## config.mk

```make
export PLATFORM = sky130hd
export DESIGN_NAME = dpm_pin_mux
export DESIGN_NICKNAME = d
export VERILOG_FILES = /design/src/verilog/dpm_pkg.sv /design/src/verilog/dpm_pin_mux.sv
export SDC_FILE = /design/constraint.sdc
export NUM_CORES = 1
export LEC_CHECK = 0
export BUFFER_PORTS_ARGS = -buffer_cell sky130_fd_sc_hd__buf_2
export CAP_MARGIN = 20
export CORE_ASPECT_RATIO = 0.6
export CORE_MARGIN = 5
export CORE_UTILIZATION = 41
export CTS_CLUSTER_DIAMETER = 30
export DETAILED_ROUTE_END_ITERATION = 10
export GPL_ROUTABILITY_DRIVEN = 0
export PLACE_DENSITY = 0.71
export SLEW_MARGIN = 10
export SYNTH_ARGS = -nofsm -noshare
export SYNTH_HDL_FRONTEND = slang
export SYNTH_SLANG_ARGS = --single-unit
```

## constraint.sdc

```tcl
create_clock -name hclk -period 3.66 [get_ports hclk]
set_input_delay 1.098 -clock hclk [delete_from_list [all_inputs] [get_ports hclk]]
set_output_delay 1.098 -clock hclk [all_outputs]
set_load 0.05 [all_outputs]
```

## src/verilog/dpm_pkg.sv

```systemverilog
// Purpose: Constants for the external bus and DMA pin multiplexer
// Assumes: AHB-Lite register slave, 32-bit words, byte addresses
// Notes: Pin indices select bits of the pin_i, pin_o and pin_oe vectors
package dpm_pkg;

	// Register byte offsets
	localparam logic [7:0] OFS_FUNC = 8'h00;
	localparam logic [7:0] OFS_PA_DATA = 8'h04;
	localparam logic [7:0] OFS_PA_DIR = 8'h08;
	localparam logic [7:0] OFS_PB_DATA = 8'h0c;
	localparam logic [7:0] OFS_PB_DIR = 8'h10;
	localparam logic [7:0] OFS_P8_DATA = 8'h14;
	localparam logic [7:0] OFS_P8_DIR = 8'h18;
	localparam logic [7:0] OFS_P9_DATA = 8'h1c;
	localparam logic [7:0] OFS_P9_DIR = 8'h20;
	localparam logic [7:0] OFS_PIN_LVL = 8'h24;
	localparam logic [7:0] OFS_CORE_STAT = 8'h28;

	// Function enable register fields
	localparam int FB_ACK_EN = 0;
	localparam int FB_END_EN = 1;
	localparam int FB_STOP_EN = 2;
	localparam int FB_FBW_EN = 3;
	localparam int FB_FBR_EN = 4;
	localparam int FB_RDY_EN = 5;
	localparam int FB_GNT_EN = 6;
	localparam int FB_BRQ_EN = 7;
	localparam int FB_WRL_EN = 8;
	localparam int FB_WE_EN = 9;
	localparam int FB_SRAM_MODE = 10;
	localparam int FB_REQ_SRC = 11;
	localparam int FB_REQ_DRIVE = 12;
	localparam int FB_CS_LSB = 16;

	// Reset values
	localparam logic [31:0] FUNC_RST = 32'h0000_0000;
	localparam logic [7:0] PORT_RST = 8'h00;
	localparam logic [31:0] HRDATA_RST = 32'h0000_0000;

	// Ports, as index into the data and direction arrays
	localparam int NPORT = 4;
	localparam logic [1:0] PORT_A = 2'h0;
	localparam logic [1:0] PORT_B = 2'h1;
	localparam logic [1:0] PORT_8 = 2'h2;
	localparam logic [1:0] PORT_9 = 2'h3;

	// Pin indices
	localparam int NPIN = 20;
	localparam int P_REQ = 0;
	localparam int P_ACK = 1;
	localparam int P_EOP = 2;
	localparam int P_FBW = 3;
	localparam int P_FBR = 4;
	localparam int P_CS0 = 5;
	localparam int P_RDY = 13;
	localparam int P_GNT = 14;
	localparam int P_BRQ = 15;
	localparam int P_WRH = 16;
	localparam int P_WRL = 17;
	localparam int P_WE = 18;
	localparam int P_RD = 19;

endpackage

```

## src/verilog/dpm_pin_mux.sv

```systemverilog
// Purpose: Chooses dedicated DMA and bus functions or port bits per pin
// Assumes: One clock; pin inputs are asynchronous and pass two flops
// Notes: Every pin output and enable is a flop, so a mode change is clean
//
// How it works
// - Selected request pin sampled always, drive stopped unless drive bit set
// - Acknowledge pin driven only when enabled
// - Transfer end driven only when enabled
// - Transfer stop accepted only when enabled
// - End/stop pin is port when both off
// - Fly-by write strobe out when enabled
// - Fly-by read strobe out when enabled
// - Disabled fly-by strobe pin returns to port
// - Each chip select has own enable
// - Ready extends cycles only when enabled
// - Grant driven low while bus released
// - Dedicated read strobe output always
// - SRAM mode: first strobe is high mask
// - SRAM mode: second strobe is low mask
// - SRAM mode: separate pin carries write strobe
// - Mask or strobe pin port only when disabled
// - Disabled grant pin becomes port bit
//
// Decided for this implementation: the address map and the AHB-Lite interface to the registers.
`timescale 1ns/100ps

module dpm_pin_mux (
	// Clock and reset
	input wire logic hclk,
	input wire logic hresetn,
	// AHB-Lite slave
	input wire logic hsel,
	input wire logic [31:0] haddr,
	input wire logic [1:0] htrans,
	input wire logic hwrite,
	input wire logic [2:0] hsize,
	input wire logic [31:0] hwdata,
	input wire logic hready,
	output logic [31:0] hrdata,
	output logic hreadyout,
	output logic hresp,
	// Device pins
	input wire logic [dpm_pkg::NPIN-1:0] pin_i,
	output logic [dpm_pkg::NPIN-1:0] pin_o,
	output logic [dpm_pkg::NPIN-1:0] pin_oe,
	// DMA channel 1 side
	input wire logic dma1_ack_out,
	input wire logic dma1_transfer_end_out,
	input wire logic flyby_write_strobe,
	input wire logic flyby_read_strobe,
	output logic dma1_ext_request_in,
	output logic dma1_transfer_stop_in,
	// Bus controller side
	input wire logic [7:0] chip_select,
	input wire logic read_strobe,
	input wire logic write_strobe_high,
	input wire logic write_strobe_low,
	input wire logic sram_high_byte_mask,
	input wire logic sram_low_byte_mask,
	input wire logic sram_write_strobe,
	input wire logic bus_released,
	output logic ext_ready_in,
	output logic bus_release_request_in
);

	// Register state
	logic [31:0] func_q;
	logic [31:0] func_d;
	logic [7:0] port_data_q [dpm_pkg::NPORT];
	logic [7:0] port_data_d [dpm_pkg::NPORT];
	logic [7:0] port_dir_q [dpm_pkg::NPORT];
	logic [7:0] port_dir_d [dpm_pkg::NPORT];

	// Bus data phase state
	logic wr_pend_q;
	logic [7:0] wr_addr_q;
	logic [31:0] hrdata_q;

	// Pin path
	logic [dpm_pkg::NPIN-1:0] sync1_q;
	logic [dpm_pkg::NPIN-1:0] sync2_q;
	logic [dpm_pkg::NPIN-1:0] pin_o_q;
	logic [dpm_pkg::NPIN-1:0] pin_oe_q;
	logic [dpm_pkg::NPIN-1:0] fn_sel;
	logic [dpm_pkg::NPIN-1:0] fn_o;
	logic [dpm_pkg::NPIN-1:0] fn_oe;
	logic [dpm_pkg::NPIN-1:0] prt_o;
	logic [dpm_pkg::NPIN-1:0] prt_oe;
	logic [dpm_pkg::NPIN-1:0] pin_o_d;
	logic [dpm_pkg::NPIN-1:0] pin_oe_d;

	// Core-facing inputs
	logic req_q;
	logic stop_q;
	logic rdy_q;
	logic brq_q;
	logic req_d;
	logic stop_d;
	logic rdy_d;
	logic brq_d;

	// Named function enables
	wire ack_en = func_q[dpm_pkg::FB_ACK_EN];
	wire end_en = func_q[dpm_pkg::FB_END_EN];
	wire stop_en = func_q[dpm_pkg::FB_STOP_EN];
	wire fbw_en = func_q[dpm_pkg::FB_FBW_EN];
	wire fbr_en = func_q[dpm_pkg::FB_FBR_EN];
	wire rdy_en = func_q[dpm_pkg::FB_RDY_EN];
	wire gnt_en = func_q[dpm_pkg::FB_GNT_EN];
	wire brq_en = func_q[dpm_pkg::FB_BRQ_EN];
	wire wrl_en = func_q[dpm_pkg::FB_WRL_EN];
	wire we_en = func_q[dpm_pkg::FB_WE_EN];
	wire sram_mode = func_q[dpm_pkg::FB_SRAM_MODE];
	wire req_src = func_q[dpm_pkg::FB_REQ_SRC];
	wire req_drive = func_q[dpm_pkg::FB_REQ_DRIVE];
	wire [7:0] cs_en = func_q[dpm_pkg::FB_CS_LSB +: 8];

	// Address phase decode
	wire addr_phase = hsel & htrans[1] & hready;
	wire [7:0] a_addr = haddr[7:0];
	wire a_write = addr_phase & hwrite;
	wire a_read = addr_phase & ~hwrite;

	// Data phase write decode
	wire w_func = wr_pend_q & (wr_addr_q == dpm_pkg::OFS_FUNC);
	wire w_pa_data = wr_pend_q & (wr_addr_q == dpm_pkg::OFS_PA_DATA);
	wire w_pa_dir = wr_pend_q & (wr_addr_q == dpm_pkg::OFS_PA_DIR);
	wire w_pb_data = wr_pend_q & (wr_addr_q == dpm_pkg::OFS_PB_DATA);
	wire w_pb_dir = wr_pend_q & (wr_addr_q == dpm_pkg::OFS_PB_DIR);
	wire w_p8_data = wr_pend_q & (wr_addr_q == dpm_pkg::OFS_P8_DATA);
	wire w_p8_dir = wr_pend_q & (wr_addr_q == dpm_pkg::OFS_P8_DIR);
	wire w_p9_data = wr_pend_q & (wr_addr_q == dpm_pkg::OFS_P9_DATA);
	wire w_p9_dir = wr_pend_q & (wr_addr_q == dpm_pkg::OFS_P9_DIR);
	wire [3:0] w_data = {w_p9_data, w_p8_data, w_pb_data, w_pa_data};
	wire [3:0] w_dir = {w_p9_dir, w_p8_dir, w_pb_dir, w_pa_dir};

	// Next register values; reads use these so a read right after a write sees it
	assign func_d = w_func ? hwdata : func_q;

	genvar gp;
	generate
		for (gp = 0; gp < dpm_pkg::NPORT; gp++) begin : g_port
			assign port_data_d[gp] = w_data[gp] ? hwdata[7:0] : port_data_q[gp];
			assign port_dir_d[gp] = w_dir[gp] ? hwdata[7:0] : port_dir_q[gp];
		end
	endgenerate

	// Status words
	wire [31:0] pin_lvl = {12'h000, sync2_q};
	wire [31:0] core_stat = {28'h0000000, brq_q, rdy_q, stop_q, req_q};

	// Read mux, unmapped offsets read zero
	wire [31:0] rd_val =
		(a_addr == dpm_pkg::OFS_FUNC) ? func_d :
		(a_addr == dpm_pkg::OFS_PA_DATA) ? {24'h000000, port_data_d[dpm_pkg::PORT_A]} :
		(a_addr == dpm_pkg::OFS_PA_DIR) ? {24'h000000, port_dir_d[dpm_pkg::PORT_A]} :
		(a_addr == dpm_pkg::OFS_PB_DATA) ? {24'h000000, port_data_d[dpm_pkg::PORT_B]} :
		(a_addr == dpm_pkg::OFS_PB_DIR) ? {24'h000000, port_dir_d[dpm_pkg::PORT_B]} :
		(a_addr == dpm_pkg::OFS_P8_DATA) ? {24'h000000, port_data_d[dpm_pkg::PORT_8]} :
		(a_addr == dpm_pkg::OFS_P8_DIR) ? {24'h000000, port_dir_d[dpm_pkg::PORT_8]} :
		(a_addr == dpm_pkg::OFS_P9_DATA) ? {24'h000000, port_data_d[dpm_pkg::PORT_9]} :
		(a_addr == dpm_pkg::OFS_P9_DIR) ? {24'h000000, port_dir_d[dpm_pkg::PORT_9]} :
		(a_addr == dpm_pkg::OFS_PIN_LVL) ? pin_lvl :
		(a_addr == dpm_pkg::OFS_CORE_STAT) ? core_stat :
		32'h0000_0000;

	// Zero wait state, always OKAY
	assign hreadyout = 1'b1;
	assign hresp = 1'b0;
	assign hrdata = hrdata_q;

	always_ff @(posedge hclk or negedge hresetn) begin
		if (!hresetn) begin
			wr_pend_q <= 1'b0;
			wr_addr_q <= 8'h00;
			hrdata_q <= dpm_pkg::HRDATA_RST;
		end else begin
			wr_pend_q <= a_write;
			wr_addr_q <= a_addr;
			if (a_read) begin
				hrdata_q <= rd_val;
			end
		end
	end

	always_ff @(posedge hclk or negedge hresetn) begin
		if (!hresetn) begin
			func_q <= dpm_pkg::FUNC_RST;
		end else begin
			func_q <= func_d;
		end
	end

	always_ff @(posedge hclk or negedge hresetn) begin
		if (!hresetn) begin
			for (int i = 0; i < dpm_pkg::NPORT; i++) begin
				port_data_q[i] <= dpm_pkg::PORT_RST;
				port_dir_q[i] <= dpm_pkg::PORT_RST;
			end
		end else begin
			for (int i = 0; i < dpm_pkg::NPORT; i++) begin
				port_data_q[i] <= port_data_d[i];
				port_dir_q[i] <= port_dir_d[i];
			end
		end
	end

	// Pin input synchroniser
	always_ff @(posedge hclk or negedge hresetn) begin
		if (!hresetn) begin
			sync1_q <= '0;
			sync2_q <= '0;
		end else begin
			sync1_q <= pin_i;
			sync2_q <= sync1_q;
		end
	end

	// Port bit that backs each pin; read strobe and first strobe pin have none
	assign prt_o[dpm_pkg::P_REQ] = port_data_q[dpm_pkg::PORT_B][3];
	assign prt_oe[dpm_pkg::P_REQ] = port_dir_q[dpm_pkg::PORT_B][3];
	assign prt_o[dpm_pkg::P_ACK] = port_data_q[dpm_pkg::PORT_B][4];
	assign prt_oe[dpm_pkg::P_ACK] = port_dir_q[dpm_pkg::PORT_B][4];
	assign prt_o[dpm_pkg::P_EOP] = port_data_q[dpm_pkg::PORT_B][5];
	assign prt_oe[dpm_pkg::P_EOP] = port_dir_q[dpm_pkg::PORT_B][5];
	assign prt_o[dpm_pkg::P_FBW] = port_data_q[dpm_pkg::PORT_B][6];
	assign prt_oe[dpm_pkg::P_FBW] = port_dir_q[dpm_pkg::PORT_B][6];
	assign prt_o[dpm_pkg::P_FBR] = port_data_q[dpm_pkg::PORT_B][7];
	assign prt_oe[dpm_pkg::P_FBR] = port_dir_q[dpm_pkg::PORT_B][7];
	assign prt_o[dpm_pkg::P_RDY] = port_data_q[dpm_pkg::PORT_8][0];
	assign prt_oe[dpm_pkg::P_RDY] = port_dir_q[dpm_pkg::PORT_8][0];
	assign prt_o[dpm_pkg::P_GNT] = port_data_q[dpm_pkg::PORT_8][1];
	assign prt_oe[dpm_pkg::P_GNT] = port_dir_q[dpm_pkg::PORT_8][1];
	assign prt_o[dpm_pkg::P_BRQ] = port_data_q[dpm_pkg::PORT_8][2];
	assign prt_oe[dpm_pkg::P_BRQ] = port_dir_q[dpm_pkg::PORT_8][2];
	assign prt_o[dpm_pkg::P_WRH] = 1'b0;
	assign prt_oe[dpm_pkg::P_WRH] = 1'b0;
	assign prt_o[dpm_pkg::P_WRL] = port_data_q[dpm_pkg::PORT_8][5];
	assign prt_oe[dpm_pkg::P_WRL] = port_dir_q[dpm_pkg::PORT_8][5];
	assign prt_o[dpm_pkg::P_WE] = port_data_q[dpm_pkg::PORT_9][7];
	assign prt_oe[dpm_pkg::P_WE] = port_dir_q[dpm_pkg::PORT_9][7];
	assign prt_o[dpm_pkg::P_RD] = 1'b0;
	assign prt_oe[dpm_pkg::P_RD] = 1'b0;

	// Request pin: input only while it is a start source, unless drive is wanted
	assign fn_sel[dpm_pkg::P_REQ] = req_src & ~req_drive;
	assign fn_o[dpm_pkg::P_REQ] = 1'b0;
	assign fn_oe[dpm_pkg::P_REQ] = 1'b0;

	assign fn_sel[dpm_pkg::P_ACK] = ack_en;
	assign fn_o[dpm_pkg::P_ACK] = dma1_ack_out;
	assign fn_oe[dpm_pkg::P_ACK] = 1'b1;

	// Shared pin drives only for end; stop alone leaves it an input
	assign fn_sel[dpm_pkg::P_EOP] = end_en | stop_en;
	assign fn_o[dpm_pkg::P_EOP] = dma1_transfer_end_out;
	assign fn_oe[dpm_pkg::P_EOP] = end_en;

	assign fn_sel[dpm_pkg::P_FBW] = fbw_en;
	assign fn_o[dpm_pkg::P_FBW] = flyby_write_strobe;
	assign fn_oe[dpm_pkg::P_FBW] = 1'b1;

	assign fn_sel[dpm_pkg::P_FBR] = fbr_en;
	assign fn_o[dpm_pkg::P_FBR] = flyby_read_strobe;
	assign fn_oe[dpm_pkg::P_FBR] = 1'b1;

	genvar gc;
	generate
		for (gc = 0; gc < 8; gc++) begin : g_cs
			assign fn_sel[dpm_pkg::P_CS0 + gc] = cs_en[gc];
			assign fn_o[dpm_pkg::P_CS0 + gc] = chip_select[gc];
			assign fn_oe[dpm_pkg::P_CS0 + gc] = 1'b1;
			assign prt_o[dpm_pkg::P_CS0 + gc] = port_data_q[dpm_pkg::PORT_A][gc];
			assign prt_oe[dpm_pkg::P_CS0 + gc] = port_dir_q[dpm_pkg::PORT_A][gc];
		end
	endgenerate

	assign fn_sel[dpm_pkg::P_RDY] = rdy_en;
	assign fn_o[dpm_pkg::P_RDY] = 1'b0;
	assign fn_oe[dpm_pkg::P_RDY] = 1'b0;

	assign fn_sel[dpm_pkg::P_GNT] = gnt_en;
	assign fn_o[dpm_pkg::P_GNT] = ~bus_released;
	assign fn_oe[dpm_pkg::P_GNT] = 1'b1;

	assign fn_sel[dpm_pkg::P_BRQ] = brq_en;
	assign fn_o[dpm_pkg::P_BRQ] = 1'b0;
	assign fn_oe[dpm_pkg::P_BRQ] = 1'b0;

	// First strobe pin has no port use; it swaps meaning in SRAM mode
	assign fn_sel[dpm_pkg::P_WRH] = 1'b1;
	assign fn_o[dpm_pkg::P_WRH] = sram_mode ? sram_high_byte_mask : write_strobe_high;
	assign fn_oe[dpm_pkg::P_WRH] = 1'b1;

	assign fn_sel[dpm_pkg::P_WRL] = wrl_en;
	assign fn_o[dpm_pkg::P_WRL] = sram_mode ? sram_low_byte_mask : write_strobe_low;
	assign fn_oe[dpm_pkg::P_WRL] = 1'b1;

	assign fn_sel[dpm_pkg::P_WE] = we_en;
	assign fn_o[dpm_pkg::P_WE] = sram_write_strobe;
	assign fn_oe[dpm_pkg::P_WE] = 1'b1;

	assign fn_sel[dpm_pkg::P_RD] = 1'b1;
	assign fn_o[dpm_pkg::P_RD] = read_strobe;
	assign fn_oe[dpm_pkg::P_RD] = 1'b1;

	// Final choice per pin
	assign pin_o_d = (fn_sel & fn_o) | (~fn_sel & prt_o);
	assign pin_oe_d = (fn_sel & fn_oe) | (~fn_sel & prt_oe);

	// Registered so a select change and a data change land on one edge
	always_ff @(posedge hclk or negedge hresetn) begin
		if (!hresetn) begin
			pin_o_q <= '0;
			pin_oe_q <= '0;
		end else begin
			pin_o_q <= pin_o_d;
			pin_oe_q <= pin_oe_d;
		end
	end

	assign pin_o = pin_o_q;
	assign pin_oe = pin_oe_q;

	// Inputs towards the core; disabled inputs show their idle level
	assign req_d = req_src & sync2_q[dpm_pkg::P_REQ];
	assign stop_d = stop_en & sync2_q[dpm_pkg::P_EOP];
	assign rdy_d = ~rdy_en | sync2_q[dpm_pkg::P_RDY];
	assign brq_d = brq_en & sync2_q[dpm_pkg::P_BRQ];

	always_ff @(posedge hclk or negedge hresetn) begin
		if (!hresetn) begin
			req_q <= 1'b0;
			stop_q <= 1'b0;
			rdy_q <= 1'b1;
			brq_q <= 1'b0;
		end else begin
			req_q <= req_d;
			stop_q <= stop_d;
			rdy_q <= rdy_d;
			brq_q <= brq_d;
		end
	end

	assign dma1_ext_request_in = req_q;
	assign dma1_transfer_stop_in = stop_q;
	assign ext_ready_in = rdy_q;
	assign bus_release_request_in = brq_q;

endmodule // dpm_pin_mux

```

==> run summary <==
WS Path Type: reg2reg
TritonCTS Buffers: 37
Initial Utilization: 42.2%
Period minus WS final: 2.82 ns
post-synth top area cell: dfrtp_1
DP Wirelength: 16100 um
Netlist cell types: 64
Switching Share: 25.1%
asr flop ratio synth: 100%
Final #Nets: 931
WL/cell: 20.7 um
largest fanout on the critical path: 9
die width: 196 um
clock slew at reported path FFs: 0.05 ns
gr usage total: 19.4%
cell count along the critical path: 6
largest net degree at the start of global routing: 77
Via Count: 5957
die area: 23900 um^2
total I/O pin count: 191
RSZ-0062 raised after global routing: no
CP required: 4.00 ns
Synth Instances: 626
vias per cell: 5.34
Avg Cell Area, Syn: 13.6 um^2
Die Y: 122 um
first-pass GRT wire length: 35700 um
combinational power share: 8.9%
Max-Slew Margin vs Limit: 53.2%
Yosys reg bits: 220
largest family of logic cells by synthesized area: multiplexers
post-synthesis mux area share: 14.1%
share of cells above drive strength 1: 43.7%
vias in the first global route: 6171
Worst setup EP type: register
Final Hold Viols: 0
DP Area: 9760 um^2
hold buffers post-CTS: 0
CTS tree: done
Congestion Overflow GR: 0
clk root buf: clkbuf_16
Worst Setup SP: wr_addr_q[1]
sequential share of power: 39.5%
Seq/Total Area, Yosys: 64.4%
max-slew violations: 0
Sw Pwr: 1.68 mW
Setup TNS: 0 ns
Core Region: 20300 um^2
Hold Path Class: reg2reg
commonest non-fill, non-tap cell in the layout: dfrtp_1
Layout area overhead: 28.9%
fin crit share: 77.0%
CTS Buffer Depth: 3
Clock Sink Count: 220
end of the critical path: hrdata[7]
r2r setup slk: 0.84 ns
Post-CTS Resized: 0
simple-gate portion of the synthesized area: 9.40%
antenna cell count: 0
Routed WL: 23100 um
Synth Area in XOR/XNOR: 0.103%
P_int: 5.01 mW
Worst R2R Start: wr_addr_q[1]
r2r worst-path depth: 6
buffers inserted by post-CTS timing repair: 0
Pleak: 5.13 nW
Post-Synth Adder-Cell Area: 0%
fmax: 0.355 GHz
worst-path cell chain: nor3_2, nand4b_4, mux2_2, a221o_1, a221oi_1, o21ai_1
min-delay src: sync1_q[10]
Routed Antenna Nets: 0
FF-to-FF End: hrdata[7]
clock group share of total power: 51.6%
most frequent cells in the layout: 219 x dfrtp_1, 159 x buf_2, 96 x mux2_2, 43 x nor2_1, 37 x clkbuf_16
initial antenna violation count: 2
Port-buffer cells: 160
VDD IR max: 0.403 mV
initial DRC count: 423
PwrDens: 607 nW/um^2
synth top area cells: dfrtp_1 64%, mux2_2 13%, a22o_1 1.9%, nor2_1 1.9%, a221oi_1 1.6%
outcome: complete, no violations
CP bufs+invs: 0
Rows: 40
Core Util, Final: 54.3%
Final Cell Area: 11000 um^2
area share of the largest cell type after synthesis: 64.1%
DR DRC count: 0
drt first pass iters: 5
Final Skew: 0.0109 ns
Post-synth EDFFs: 0
Yosys warning count: 0
Max stage delay cell, worst path: a221oi_1
Main synth FF type: dfrtp_1
worst-skew pair later-pin latency: 0.49 ns
Compound-Gate Fraction of Synth Area: 9.71%
Final setup violation count: 0
delay-heaviest family, CP: compound AO/OA/AOI/OAI gates
Worst Tran Pin Value: 0.699 ns
Max-Cap Viols: 0
Startpoint Class: register
Crit path arrival time: 3.16 ns
post-synthesis instance area: 8540 um^2
Min Hold Slack: 0.345 ns
H-tree depth: 2
crit-path max cell delay: 0.56 ns
-- Yosys cell counts (all sizes together), types with 7 or more instances --
| library cell | number |
|---|---|
| inv | 14 |
| a22oi | 9 |
| nand2 | 28 |
| a22o | 19 |
| mux2 | 96 |
| a221oi | 16 |
| nor2 | 43 |
| nand3 | 10 |
| or2 | 15 |
| a21o | 9 |
| clkbuf | 19 |
| mux2i | 12 |
| and2 | 12 |
| buf | 11 |
| o211ai | 8 |
| o21ai | 7 |
| dfrtp | 219 |
-- through the flow --
step                instances  power [mW]  setup slack, ns
detailed placement       1052        3.28            0.559
floorplan                 627        3.04            0.835
global route             1116        6.95            0.798
global placement         1052        3.27            0.557
CTS                      1116        6.77            0.958
finish                   1116        6.69            0.841
-- worst register-to-register path, cell delays in order (launching register included) --
cell and delay [ns]:
dfrtp_1 0.41, nor3_2 0.55, nand4b_4 0.32, mux2_2 0.37, a221o_1 0.33, a221oi_1 0.56, o21ai_1 0.14
-- layout make-up --
class / count / area [um^2]
Clock buffer: 41 / 961
Clock inverter: 23 / 288
Fill cell: 1739 / 9260
Inverter: 15 / 56.3
Multi-Input combinational cell: 362 / 2860
Sequential cell: 220 / 5510
Tap cell: 273 / 342
Timing Repair Buffer: 182 / 1000
-- sequential cells by signal, indices dropped and copies added, names as in the netlist --
| register | flops |
|---|---|
| dma1_ext_request_in | 1 |
| port_data_q | 32 |
| port_dir_q | 32 |
| sync1_q | 20 |
| wr_addr_q | 8 |
| ext_ready_in | 1 |
| pin_o | 20 |
| wr_pend_q | 1 |
| dma1_transfer_stop_in | 1 |
| bus_release_request_in | 1 |
| pin_oe | 19 |
| func_q | 32 |
| hrdata | 32 |
| sync2_q | 20 |
-- layer usage --
metal / vias to the layer above / global-route usage, % / wire length, um
met3: 41 / 6.27 / 2310
met1: 2980 / 29.6 / 11000
met5: - / 0 / 23
li1: 2664 / - / -
met4: 4 / 4.49 / 317
met2: 268 / 26.7 / 9530
-- cell families (layout without fill, tap and decap cells) --
logic type                after synthesis  after routing
AOI/OAI and AO/OA                     106            106
xor gates and xnor gates                1              1
buffers and inverters                  45            261
DFF                                   220            220
muxes                                 108            108
other                                   2              3
and+or+nand+nor                       144            144
-- how the worst min path moves through the flow --
stage	cells past startpoint	endpoint	slack, ns
floorplan	0	sync2_q[0]	0.33
global placement	0	sync2_q[8]	0.33
detailed placement	0	sync2_q[10]	0.33
CTS	0	sync2_q[10]	0.35
global route	0	sync2_q[19]	0.35
finish	0	sync2_q[10]	0.35
-- power groups by stage --
stage	Combinational, mW	Sequential [mW]	Clock (mW)
finish	0.597	2.64	3.45
global route	0.640	2.66	3.65
CTS	0.601	2.64	3.53
detailed placement	0.599	2.68	0
global placement	0.590	2.68	0
floorplan	0.163	2.88	0
Note: power is estimated with default switching activity, not from simulation.
